<file path="src/verilog/arf_map.vh">
// arf_map.vh: constants for the result accumulator / filter stage
// assumes: included by the design files by bare name; no processes here
`ifndef ARF_MAP_VH
`define ARF_MAP_VH
// compute mode encodings
`define ARF_MODE_BASIC 3'h0
`define ARF_MODE_ACCUM 3'h1
`define ARF_MODE_AVG 3'h2
`define ARF_MODE_BURST 3'h3
`define ARF_MODE_LPF 3'h4
// widths
`define ARF_ACC_W 16
`define ARF_RES_W 10
`define ARF_CNT_W 8
// saturation value of the sample count
`define ARF_CNT_MAX 8'hFF
// clear takes this many clock cycles (mclk cycles)
`define ARF_CLR_CYCLES 3'h5
// reset values
`define ARF_ACC_RST 16'h0000
`define ARF_CNT_RST 8'h00
// fifo geometry
`define ARF_FIFO_DEPTH 4
`define ARF_FIFO_AW 2
`endif

</file>
<file path="src/verilog/arf_filter.v">
//
// Contract
// - a 16-bit accumulator holds summed results and is readable
// - each conversion trigger adds the new result into the accumulator; the code adds only in modes 1 to 4, once per computation cycle
// - a sum above 65535 sets the overflow flag
// - each added sample increments the sample count
// - clear bit clears accumulator, overflow flag and sample count
// - clear bit drops to zero by itself when clearing completes
// - clearing takes five cycles of the converter clock
// - filtered result is the accumulator shifted right by shift setting
// - low-pass: sample plus accumulator minus accumulator shifted right
// - sample count saturates at 0xFF, otherwise increments by one
// - basic mode leaves accumulator and count unchanged, threshold test still runs
// - accumulate mode adds result and copies shifted value to filtered result
// - accumulator stays right-justified whatever the result format
// - accumulate mode runs threshold test after every sample
// - average mode accumulates, counts and updates the filtered result
// - average mode tests threshold only once count reaches repeat setting
// - sample term is result, or current minus previous when double sampling
// - a computation cycle is one conversion, or two when double sampling
// - average mode clears on clear bit or go while count meets repeat
// - burst average clears on clear bit or on every go or retrigger; the code clears on go only, a retrigger does not clear
// - mode 011 is burst average, retriggering until count reaches repeat
// - mode 100 is low-pass, threshold test once count reaches repeat
//
// arf_filter.v: accumulator, sample counter, shift filter and a small input fifo
// assumes: results arrive in the mclk domain as valid/ready words; software
// controls are synchronous levels/pulses from the same clock domain.
`timescale 1ns/1ps
`default_nettype none
`include "arf_map.vh"

// small first-word-fall-through fifo built from flip-flops
module arf_fifo #(
    parameter WIDTH = 11,
    parameter DEPTH = 4,
    parameter AW = 2
) (
    input wire mclk,
    input wire rst,
    input wire in_valid,
    output wire in_ready,
    input wire [WIDTH-1:0] in_data,
    output wire out_valid,
    input wire out_ready,
    output wire [WIDTH-1:0] out_data
);
    // fill level at which the fifo refuses further words
    localparam [AW:0] FULL = DEPTH;

    reg [WIDTH-1:0] mem_r [0:DEPTH-1];
    reg [AW-1:0] wr_ptr_r;
    reg [AW-1:0] rd_ptr_r;
    reg [AW:0] fill_r;
    reg [AW:0] fill_nxt;
    reg ready_r;
    wire push;
    wire pop;

    // ready is registered so the converter sees a flop, not a compare
    assign in_ready = ready_r;
    assign out_valid = (fill_r != {(AW+1){1'b0}});
    assign out_data = mem_r[rd_ptr_r];
    assign push = in_valid & in_ready;
    assign pop = out_valid & out_ready;

    // next fill level; a push and a pop in one cycle leave it unchanged
    always @* begin
        fill_nxt = fill_r;
        if (push & ~pop)
            fill_nxt = fill_r + 1'b1;
        else if (pop & ~push)
            fill_nxt = fill_r - 1'b1;
    end

    // pointers and fill level; ready follows the next fill so it never lags
    always @(posedge mclk) begin
        if (rst) begin
            wr_ptr_r <= {AW{1'b0}};
            rd_ptr_r <= {AW{1'b0}};
            fill_r <= {(AW+1){1'b0}};
            ready_r <= 1'b1;
        end else begin
            if (push)
                wr_ptr_r <= wr_ptr_r + 1'b1;
            if (pop)
                rd_ptr_r <= rd_ptr_r + 1'b1;
            fill_r <= fill_nxt;
            ready_r <= (fill_nxt != FULL);
        end
    end

    // storage carries no reset, only written on push
    always @(posedge mclk) begin
        if (push)
            mem_r[wr_ptr_r] <= in_data;
    end
endmodule // arf_fifo

// computation stage behind the converter core
// modes: 0 basic, 1 accumulate, 2 average, 3 burst average, 4 low-pass;
// codes 5 to 7 pop results but neither accumulate nor request a test.
// the threshold comparison itself lives outside; this block only raises
// threshold_test_pulse when a comparison is due.
// limitation: the sample count saturates, so repeat settings of 0xFF are
// reached but never exceeded; software must clear before reuse.
// trade-off: a clear stalls the result stream rather than dropping words,
// which costs the small fifo but keeps every conversion accounted for.
module arf_filter (
    input wire mclk,
    input wire rst,
    // conversion results from the converter core
    input wire res_valid,
    output wire res_ready,
    input wire [9:0] conversion_result,
    input wire res_go_start,
    // software controls
    input wire [2:0] compute_mode_select,
    input wire [2:0] shift_setting,
    input wire [7:0] repeat_setting,
    input wire double_sample_enable,
    input wire accum_clear_set,
    // software-visible state
    output reg accum_clear_bit,
    output reg [15:0] accum_value,
    output reg accum_overflow_flag,
    output reg [7:0] sample_count,
    output reg [15:0] filtered_result,
    output reg [9:0] previous_result,
    output reg threshold_test_pulse,
    output reg burst_retrigger,
    output reg cycle_done
);
    localparam ST_IDLE = 1'b0;
    localparam ST_CLEAR = 1'b1;

    reg state_r;
    reg [2:0] clr_cnt_r;
    reg second_r;
    wire f_valid;
    wire f_ready;
    wire [10:0] f_data;
    wire f_go;
    wire [9:0] f_res;

    // reg outputs used as state are named per their ports
    reg [16:0] sum_nxt;
    reg [15:0] acc_nxt;
    reg [7:0] cnt_nxt;
    reg ovf_nxt;
    reg [15:0] term;
    reg [15:0] acc_base;
    reg [7:0] cnt_base;
    reg pre_clear;
    reg do_test;
    reg accumulating;

    // the fifo absorbs results while a clear is running; converter stalls on ready
    arf_fifo #(
        .WIDTH(11),
        .DEPTH(`ARF_FIFO_DEPTH),
        .AW(`ARF_FIFO_AW)
    ) u_fifo (
        .mclk(mclk),
        .rst(rst),
        .in_valid(res_valid),
        .in_ready(res_ready),
        .in_data({res_go_start, conversion_result}),
        .out_valid(f_valid),
        .out_ready(f_ready),
        .out_data(f_data)
    );

    assign f_go = f_data[10];
    assign f_res = f_data[9:0];
    assign f_ready = (state_r == ST_IDLE) & ~accum_clear_set;

    // next accumulator, count and test decision for one popped result
    always @* begin
        pre_clear = 1'b0;
        // go-time clears in the averaging modes
        if (f_go && compute_mode_select == `ARF_MODE_AVG && sample_count >= repeat_setting)
            pre_clear = 1'b1;
        if (f_go && compute_mode_select == `ARF_MODE_BURST)
            pre_clear = 1'b1;
        acc_base = pre_clear ? `ARF_ACC_RST : accum_value;
        cnt_base = pre_clear ? `ARF_CNT_RST : sample_count;
        // sample term: result, or current minus previous on the second conversion
        if (double_sample_enable)
            term = {6'h00, f_res} - {6'h00, previous_result};
        else
            term = {6'h00, f_res};
        // first of a pair adds nothing: it stores the previous value and takes any go-time clear
        accumulating = (compute_mode_select != `ARF_MODE_BASIC) && (compute_mode_select <= `ARF_MODE_LPF)
            && (~double_sample_enable | second_r);
        if (compute_mode_select == `ARF_MODE_LPF)
            sum_nxt = {1'b0, acc_base} + {1'b0, term} - {1'b0, (acc_base >> shift_setting)};
        else
            sum_nxt = {1'b0, acc_base} + {1'b0, term};
        acc_nxt = sum_nxt[15:0];
        ovf_nxt = sum_nxt[16];
        cnt_nxt = (cnt_base == `ARF_CNT_MAX) ? cnt_base : cnt_base + 8'h01;
        case (compute_mode_select)
            `ARF_MODE_BASIC: do_test = 1'b1;
            `ARF_MODE_ACCUM: do_test = 1'b1;
            `ARF_MODE_AVG, `ARF_MODE_BURST, `ARF_MODE_LPF: do_test = (cnt_nxt >= repeat_setting);
            default: do_test = 1'b0;
        endcase
    end

    // main sequence: idle takes results, clear holds for the fixed cycle count
    always @(posedge mclk) begin
        if (rst) begin
            state_r <= ST_IDLE;
            clr_cnt_r <= 3'h0;
            second_r <= 1'b0;
            accum_clear_bit <= 1'b0;
            accum_value <= `ARF_ACC_RST;
            accum_overflow_flag <= 1'b0;
            sample_count <= `ARF_CNT_RST;
            filtered_result <= 16'h0000;
            previous_result <= 10'h000;
            threshold_test_pulse <= 1'b0;
            burst_retrigger <= 1'b0;
            cycle_done <= 1'b0;
        end else begin
            threshold_test_pulse <= 1'b0;
            burst_retrigger <= 1'b0;
            cycle_done <= 1'b0;
            case (state_r)
                ST_IDLE: begin
                    if (accum_clear_set) begin
                        // clear request beats any result waiting in the fifo
                        state_r <= ST_CLEAR;
                        accum_clear_bit <= 1'b1;
                        clr_cnt_r <= `ARF_CLR_CYCLES - 3'h1;
                    end else if (f_valid) begin
                        previous_result <= f_res;
                        second_r <= double_sample_enable & ~second_r;
                        if (~double_sample_enable | second_r) begin
                            cycle_done <= 1'b1;
                            threshold_test_pulse <= do_test;
                        end
                        if (accumulating) begin
                            accum_value <= acc_nxt;
                            sample_count <= cnt_nxt;
                            filtered_result <= acc_nxt >> shift_setting;
                            // overflow is sticky; a go-time clear does not reset it
                            accum_overflow_flag <= accum_overflow_flag | ovf_nxt;
                            if (compute_mode_select == `ARF_MODE_BURST && cnt_nxt < repeat_setting)
                                burst_retrigger <= 1'b1;
                        end else if (pre_clear) begin
                            accum_value <= `ARF_ACC_RST;
                            sample_count <= `ARF_CNT_RST;
                        end
                    end
                end
                ST_CLEAR: begin
                    accum_value <= `ARF_ACC_RST;
                    sample_count <= `ARF_CNT_RST;
                    accum_overflow_flag <= 1'b0;
                    second_r <= 1'b0;
                    // leaving on zero keeps the clear bit high for the full count
                    if (clr_cnt_r == 3'h0) begin
                        state_r <= ST_IDLE;
                        accum_clear_bit <= 1'b0;
                        clr_cnt_r <= 3'h0;
                    end else begin
                        clr_cnt_r <= clr_cnt_r - 3'h1;
                    end
                end
                default: state_r <= ST_IDLE;
            endcase
        end
    end
endmodule // arf_filter
`default_nettype wire

</file>
<file path="config.mk">
export PLATFORM = sky130hd
export DESIGN_NAME = arf_filter
export DESIGN_NICKNAME = d
export VERILOG_FILES = /design/src/verilog/arf_filter.v
export VERILOG_INCLUDE_DIRS = /design/src /design/src/verilog
export SDC_FILE = /design/constraint.sdc
export NUM_CORES = 1
export LEC_CHECK = 0
export ABC_AREA = 1
export BUFFER_PORTS_ARGS = -buffer_cell sky130_fd_sc_hd__buf_2
export CAP_MARGIN = 20
export CORE_MARGIN = 2
export CORE_UTILIZATION = 55
export CTS_CLUSTER_SIZE = 12
export DETAILED_ROUTE_END_ITERATION = 10
export PLACE_DENSITY = 0.76
export SYNTH_ARGS = -nofsm -noshare
export SYNTH_HDL_FRONTEND = slang
export SYNTH_SLANG_ARGS = --single-unit
</file>
<file path="constraint.sdc">
create_clock -name mclk -period 5.1 [get_ports mclk]
set_input_delay 0.255 -clock mclk [delete_from_list [all_inputs] [get_ports mclk]]
set_output_delay 0.255 -clock mclk [all_outputs]
set_load 0.02 [all_outputs]
</file>
* After elaboration in Yosys (flattened, before gate mapping)
Memories as Yosys holds them, arrays and structs flattened. A register that Yosys moved wholly into a read port is not among the register bits.
Cells that the tools add are included.
** Storage, ports and cells
- Bits of input ports :: 30
- Output and inout port bits :: 56
- Flip-flop bits (word level) :: 68
- Word-level logic and storage cells :: 120
- RAM bits :: 44
- Memories :: 1
** Memories
- u_fifo.mem_r :: words 4, bits a word 11, rd ports 1, clocked after Yosys merged registers in 1, wr ports 1, line arf_filter.v:51 : reg [WIDTH-1:0] mem_r [0:DEPTH-1];
** Cells by class
- Magnitude comparators :: 4
- Reductions and logical operators :: 20
- Mux-type cells :: 40
- Eq/ne operators :: 11
- Bitwise operators :: 17
- $add $sub $neg :: 9
- Shift-type cells :: 2
** Operator list (count)
- two-way mux 16 bit :: 5
- two-way mux 8 bit :: 5
- one-hot mux 16 bit (2 select lines) :: 1
- right shift 16 x 3 -> 16 bit :: 2
- adder 16 x 16 -> 17 bit :: 1
- two-way mux 17 bit :: 1
- subtractor 17 x 16 -> 17 bit :: 1
- >= comparator 8 bit :: 2
- one-hot mux 8 bit (2 select lines) :: 1
- two-way mux 1 bit :: 15
- two-way mux 3 bit :: 4
- subtractor 10 x 10 -> 11 bit :: 1
- one-hot mux 1 bit (2 select lines) :: 5
- OR reduction 5 bit :: 2
- NOT 1 bit :: 9
- adder 8 x 1 -> 8 bit (second input constant) :: 1
- equality test 8 bit (second input constant) :: 1
- < comparator 8 bit :: 1
- AND 1 bit :: 6
- equality test 3 x 2 -> 1 bit (second input constant) :: 2
- logical AND 1 bit :: 6
- zero test 3 bit :: 2
- inequality test 2 bit (second input constant) :: 3
- one-hot mux 3 bit (2 select lines) :: 1
- 17 further kinds :: 25

* Longest topological paths before layout
Gate-level depths: netlist of the first run.
- Depth after elaboration :: 14
- Gate-level depth with buffers :: 42
- Depth with buffers taken out :: 41

* Hierarchy
Synthesis of the first run repeated with hierarchy kept, for this count alone.
** Unflattened totals
- Cells, all modules :: 1130
- Area, all modules :: 8262.9 um^2
** Modules (own cells, without submodules)
- arf_filter :: seq. area each 1201.2 um^2, area an instance 6094.6 um^2, cells an instance 954, instances 1
- arf_fifo :: seq. area each 1521.5 um^2, area an instance 2168.3 um^2, cells an instance 176, instances 1

* Worst setup path after synthesis of the first run
OpenSTA, ideal clock, no wires.
- Path kind :: register -> register
- Start point :: register (tool-made name)
- End point :: register filtered_result[8]
- Setup time :: 0.131 ns
- Arrival time :: 5.175 ns
- Path slack :: -0.206 ns
- Cell stages (with the launch flop) :: 41
- Data required time :: 4.969 ns
- Path buffers :: 2
- Clock period less this slack :: 5.306 ns
- Path through :: dfxtp_1 inv_2 buf_4 clkbuf_1 nand2_1 nand3_1 nand2_1 inv_1 ha_1 inv_1 o31ai_1 nand2_1 nand2_1 a21oi_1 o21ai_0 inv_1 nor2_1 o21ai_0 [5 not listed] nor2_1 a211oi_1 nand2_2 nand3_1 nand2_1 xor2_1 ha_1 nand3_1 nor2_2 nand3_1 nand3_1 nand2_1 nand3_2 nand3_1 nand2_1 nand2_1 nand3_1 a21oi_2
** RTL lines
- end signal: assignment :: line arf_filter.v:247 : filtered_result <= acc_nxt >> shift_setting;
- end: declaration :: line arf_filter.v:128 : output reg [15:0] filtered_result,

==> results of run 1 <==
-- placed cells by master (no fill, tap or decap), types with 6 or more instances in the layout --
cell type	n
o21ai_2	7
mux2i_1	7
dfxtp_1	68
nor2_1	68
edfxtp_1	44
clkbuf_16	17
o21ai_0	71
xnor2_1	8
inv_2	19
xor2_1	14
nand4_1	11
buf_2	85
a21oi_2	20
a31oi_1	12
nand2_2	36
a32o_1	7
ha_4	14
ha_1	56
o21ai_1	16
buf_4	100
nand2_1	267
nand3_2	36
inv_1	133
o32ai_1	6
nor2_2	9
nand3_1	71
a21oi_1	56
-- worst max-delay path by stage --
stage               from                                to  slack [ns]  cells after the start
2_1_floorplan  flip-flop   filtered_result[8]$_SDFFE_PP0P_       0.004                     40
3_3_place_gp   flip-flop   filtered_result[9]$_SDFFE_PP0P_      0.0002                     36
3_5_place_dp   flip-flop   filtered_result[5]$_SDFFE_PP0P_       -0.09                     33
4_1_cts        flip-flop   filtered_result[5]$_SDFFE_PP0P_       -0.03                     36
5_1_grt        flip-flop  filtered_result[12]$_SDFFE_PP0P_       -0.41                     38
6_report       flip-flop  filtered_result[12]$_SDFFE_PP0P_       -0.14                     36
-- worst register-to-register path, delay by kind of cell, from the launching register on --
kind / cells / cell delay (ns)
simple gates: 20 / 1.95
xor+xnor: 2 / 0.31
fa+ha+maj: 3 / 1.03
compound gates: 6 / 0.88
buf+inv: 5 / 0.58
flops: 1 / 0.33
-- power groups by stage --
stage	sequential, mW	clock [mW]	combinational [mW]
2_1_floorplan	1.13	0	1.55
4_1_cts	1.08	1.14	2.54
5_1_grt	1.09	1.18	3.40
6_report	1.08	1.13	3.11
3_5_place_dp	1.09	0	2.42
3_3_place_gp	1.09	0	2.38
-- kinds of logic after synthesis --
group                    count (synthesis)  synth area share, %
multiplexers                             7                0.839
flip-flops                             114                 32.6
XOR/XNOR                                28                 2.94
AND/OR/NAND/NOR                        518                 27.1
buffers and inverters                  200                 9.34
adder cells (fa/ha/maj)                 73                 11.2
AO/OA/AOI/OAI                          232                 15.9
-- flip-flops by register name, indices dropped and copies added, names as in the netlist, named ones only --
register / flops
cycle_done: 1
threshold_test_pulse: 1
second_r: 1
sample_count: 8
filtered_result: 16
state_r: 1
u_fifo.fill_r: 3
u_fifo.wr_ptr_r: 2
u_fifo.in_ready: 1
burst_retrigger: 1
u_fifo.mem_r: 44
previous_result: 10
u_fifo.rd_ptr_r: 2
accum_overflow_flag: 1
clr_cnt_r: 3
accum_clear_bit: 1
accum_value: 16
-- stage by stage --
step | util (%) | area, µm² | hold WS, ns
4_1_cts | 67.5 | 10100 | 0.0332
6_report | 72.1 | 10800 | 0.0448
5_1_grt | 72.1 | 10800 | 0.0385
3_5_place_dp | 62.9 | 9450 | 0.455
3_3_place_gp | 62.9 | 9450 | 0.452
2_1_floorplan | - | 8370 | 0.354
-- routing by layer --
metal  global-route usage [%]  up-vias  wire length, µm
met1                     37.2     3980            10100
met3                     5.61       85             1750
met4                     12.9        0              996
met2                     48.7      383            11700
li1                         -     4248                -
met5                        0        -                0
-- area by class of cell --
type | count | share of cell area (%)
clock buffer | 17 | 3.93
multi-input combinational | 858 | 50.8
inverter | 156 | 5.48
timing repair buffer | 189 | 11.3
clock inverter | 15 | 1.24
sequential | 114 | 25.1
tap | 188 | 2.17
-- repair_timing --
| action | in CTS | in global routing |
|---|---|---|
| setup buffers | 8 | 12 |
| pin swaps | 6 | 70 |
| resized for setup | 16 | 145 |
| endpoints found under the setup margin | 17 | 24 |
| hold buffers | 0 | 0 |
==> results.toml, run 1 <==
[run_status]
status = "finished, violations left"
violations = "negative setup slack"

[final_layout]
sequential_cell_area_um2 = 2730
post_route_cells_drive_above_1_share_pct = 29.5
fillerInstances = 1141
finalNetCount = 1439
areaGrowthSynthToFinish_pct = 29.8
multi_input_comb_area_um2 = 5500
antennaDiodeCount = 0
final-instance-count-excl-fill = 1537

[timing]
relSlewSlack_pct = 26.6
post-route-period-util_pct = 103
tightest_slew_ns = 1.10
setup_skew_ns = 0.0109
post-route-min-period_ns = 5.24
unrepaired_setup_endpoints_after_global_routing = "yes"
max_freq_mhz = 191
timing_hold_violations_final = 0
drv_slew = 0
worst_setup_margin_ns = -0.140
final_setup_violating_endpoints = 10
timing.setup.tns_ns = -0.715

[pwr]
power_frac_comb_pct = 58.4
p_per_cell_area_nw_per_um2 = 491
power_mw = 5.32
p_sw_share_pct = 42.5
power.clock.fraction_pct = 21.3
net_switching_power_figure_mw = 2.26
total_leakage_power_nw = 5.06
vdd.ir_drop.worst_v = 0.000444
p_int_mw = 3.06
p_seq_share_pct = 20.3

[worst_setup_path]
cpMostUsedCell = "nand3_2"
worst_path_required_ns = 5.38
crit_buf_inv = 5
number_of_cells_on_the_worst_reg_to_reg_path = 36
critical_path.max_fanout = 11
critical-path-slowest-cell = "ha_1"
r2r_slack_ns = -0.14
peak_per_stage_delay_on_the_critical_path_ns = 0.37
regToRegEndpoint = "filtered_result[12]$_SDFFE_PP0P_"
crit_path_start_kind = "flip-flop"
worst_ep_arrival_ns = 5.52
cp-end-kind = "flip-flop"
setup.worst_path.class = "reg -> reg"
crit_family = "simple AND/OR/NAND/NOR gates"

[yosys]
synth.distinct_cells = 51
postSynthAreaPerCell_um2 = 7.12
synth_largest_type_area_fraction_pct = 16.8
synth.net_count = 1275
cell_with_the_most_instances_after_synthesis = "nand2_1"
synthesis_stage_register_bit_count = 114
synth_ff_type = "dfxtp_1"
yosys_warnings = 0
postSynthCellCount = 1172
yosysTopAreaCell = "dfxtp_1"
synth.cells.most_frequent = "nand2_1, inv_1, nand3_1"
async_flop_share_pct = 0
ys_seq_area_share_pct = 32.6
main_area_contributors_after_synthesis = "dfxtp_1, edfxtp_1, nand2_1, ha_1, inv_1"
number_of_synthesized_flops_with_an_enable_pin = 44
post_synthesis_cell_area_um2 = 8350

[clock_tree]
worstSkewPairLatency_ns = 0.42
clock_sink_count = 114
cts_tree = "yes"
root_buffer = "clkbuf_16"
clock_tree.htree_level_count = 4
clkTransAtPathRegs_ns = 0.06
cts_made_buffers = 17
buffer_levels_on_the_longest_clock_path = 2

[route]
wire_per_inst_um = 15.9
post-route-drc-count = 0
wire_length_after_detailed_routing_mm = 24.5
postRouteAntennaNets = 0
dr_total_vias = 8696
vias_per_cell = 5.66
firstDrtPassIters = 7
drt_iter0_markers = 815

[global_route]
grt_ovf = 0
grt_antenna_before_repair = 0
grtUsageTotal_pct = 29.3
grt_max_degree = 38
first_global_vias = 8020
grt_pass1_wl_mm = 37.9

[die]
coreArea_um2 = 15000
row_count = 45
initial_utilization_pct = 55.5
floorplan.die.width_um = 127
die-area_um2 = 16200
io_pins = 86
die_h_um = 127

[hold_path]
min_to = "u_fifo.mem_r[3][2]$_DFFE_PP_"
worst_hold_path.num_cells = 1
path_class_of_the_lowest_slack_min_delay_path = "in -> reg"
worst_hold_startpoint = "conversion_result[2]"

[flow_run]
cap_violations = 0

[placement]
placedCellCount = 1483
port_buffers = 85
routabilityCongestion = 1.00
post-dp-hpwl_mm = 16.8
pre_cts_slack_ns = -0.0906
Power figures use the tool's default switching activity.
==> run 2, diff against run 1 <==
Settings changed: HOLD_SLACK_MARGIN set to 0.05, PLACE_DENSITY 0.76 to 0.78.
==> results.toml, run 2 (same netlist as run 1, synthesis figures left out) <==
[clock_tree]
clock_sink_count = 114
root_buffer = "clkbuf_16"
worstSkewPairLatency_ns = 0.43
cts_tree = "yes"
cts_made_buffers = 17
clock_tree.htree_level_count = 4
buffer_levels_on_the_longest_clock_path = 2
clkTransAtPathRegs_ns = 0.06

[pwr]
p_per_cell_area_nw_per_um2 = 493
total_leakage_power_nw = 5.19
vdd.ir_drop.worst_v = 0.000444

[timing]
max_freq_mhz = 194
tightest_slew_ns = 1.05
timing_hold_violations_final = 0
relSlewSlack_pct = 29.8
timing.setup.tns_ns = -0.0458
final_setup_violating_endpoints = 2
post-route-min-period_ns = 5.14
unrepaired_setup_endpoints_after_global_routing = "yes"
post-route-period-util_pct = 101
setup_skew_ns = 0.0119
drv_slew = 0
worst_setup_margin_ns = -0.0446

[run_status]
status = "finished, violations left"
violations = "negative setup slack"

[route]
wire_per_inst_um = 16.7
firstDrtPassIters = 6
postRouteAntennaNets = 0
dr_total_vias = 8935
post-route-drc-count = 0
vias_per_cell = 5.72
drt_iter0_markers = 825
wire_length_after_detailed_routing_mm = 26.1

[worst_setup_path]
cp-end-kind = "flip-flop"
critical-path-slowest-cell = "dfxtp_4"
peak_per_stage_delay_on_the_critical_path_ns = 0.36
critical_path.max_fanout = 7
worst_ep_arrival_ns = 5.49
worst_path_required_ns = 5.45
crit_path_start_kind = "flip-flop"
setup.worst_path.class = "reg -> reg"

[global_route]
grtUsageTotal_pct = 30.7
grt_pass1_wl_mm = 39.7
first_global_vias = 8296
grt_ovf = 0
grt_max_degree = 36
grt_antenna_before_repair = 0

[die]
io_pins = 86
initial_utilization_pct = 55.5
die_h_um = 127
die-area_um2 = 16200
row_count = 45
floorplan.die.width_um = 127
coreArea_um2 = 15000

[placement]
post-dp-hpwl_mm = 17.3
port_buffers = 85
routabilityCongestion = 0.967
placedCellCount = 1489

[final_layout]
fillerInstances = 1095
sequential_cell_area_um2 = 2730
areaGrowthSynthToFinish_pct = 33.3
final_cell_mix = "nand2_1, inv_1, buf_4"
multi_input_comb_area_um2 = 5560
finalNetCount = 1463
biggestRegsByFlops = "u_fifo.mem_r x44, accum_value x16, filtered_result x16"
largest_register_ffs = 44
top_register = "u_fifo.mem_r"
final-instance-count-excl-fill = 1561
post_route_cells_drive_above_1_share_pct = 30.5
layout_commonest_cell = "nand2_1"
antennaDiodeCount = 0

[flow_run]
cap_violations = 0

[hold_path]
path_class_of_the_lowest_slack_min_delay_path = "in -> reg"
[run 2: cell types whose count changed in the layout (fill, tap and decap cells not counted), moves of 3 or more]
cell / previous run / this run
buf_4: 100 / 112
nand2_1: 267 / 262
nand2_2: 36 / 41
inv_4: 0 / 3
dlygate4sd3_1: 0 / 10
inv_6: 3 / 6
nor2_1: 68 / 65
inv_1: 133 / 136
clkinvlp_4: 5 / 1
inv_2: 19 / 14
[run 2: final timing paths]
path / start / to / slack (ns) / cells after the start
worst max-delay path: flip-flop / filtered_result[12]$_SDFFE_PP0P_ / -0.04 / 37
worst min-delay path: conversion_result[0] / u_fifo.mem_r[0][0]$_DFFE_PP_ / 0.06 / 1
worst max register to register: flip-flop / filtered_result[12]$_SDFFE_PP0P_ / -0.04 / 37
worst min register to register: filtered_result[0]$_SDFFE_PP0P_ / filtered_result[0]$_SDFFE_PP0P_ / 0.46 / 2
[run 2: metrics by stage]
| stage | util (%) | total power [mW] | area, µm² | hold WS [ns] | worst slack (ns) |
|---|---|---|---|---|---|
| 2_1_floorplan | - | 2.68 | 8370 | 0.354 | 0.00416 |
| 3_3_place_gp | 63.2 | 3.49 | 9500 | 0.445 | -0.0255 |
| 3_5_place_dp | 63.2 | 3.53 | 9500 | 0.455 | -0.119 |
| 4_1_cts | 69.5 | 4.87 | 10500 | 0.0518 | 0.00360 |
| 5_1_grt | 74.0 | 5.82 | 11100 | 0.0548 | -0.323 |
| 6_report | 74.0 | 5.49 | 11100 | 0.0590 | -0.0446 |
[run 2: area by class of cell]
cell class | count | share of cell area (%)
clock buffers | 18 | 3.86
flip-flops and latches | 114 | 24.5
clock inverters | 14 | 1.30
inverters | 156 | 5.34
multi-input cells | 858 | 49.9
well taps | 188 | 2.11
repair buffers | 213 | 12.9
[run 2: report_power, final]
part,leakage (nW),internal [mW],switching [mW]
Combinational,3.94,1.41,1.82
Sequential,0.974,1.03,0.0556
Clock,0.279,0.684,0.484
[run 2: layer usage]
layer	up-vias	global-route usage [%]	part of all wire, %
li1	4297	-	-
met1	4115	36.9	40
met2	411	52.2	48
met3	112	6.24	6.8
met4	0	16.0	5.3
met5	-	0	0
[run 2: repair_timing]
action | 4_1_cts | 5_1_grt
endpoints found under the setup margin | 18 | 24
hold buffers | 10 | 0
gates resized for setup | 39 | 137
setup buffers | 14 | 14
pin swaps | 32 | 100
gates cloned | 0 | 0
hold endpoints to repair | 40 | 0
[run 2: worst max-delay path: cells and delay by family, from the launching register on]
| family | cells | cell delay [ns] |
|---|---|---|
| buffers and inverters | 4 | 0.34 |
| AOI/OAI and AO/OA | 8 | 1.26 |
| and+or+nand+nor | 20 | 1.87 |
| xor gates and xnor gates | 2 | 0.30 |
| DFF | 1 | 0.36 |
| adders and majority gates | 3 | 0.93 |
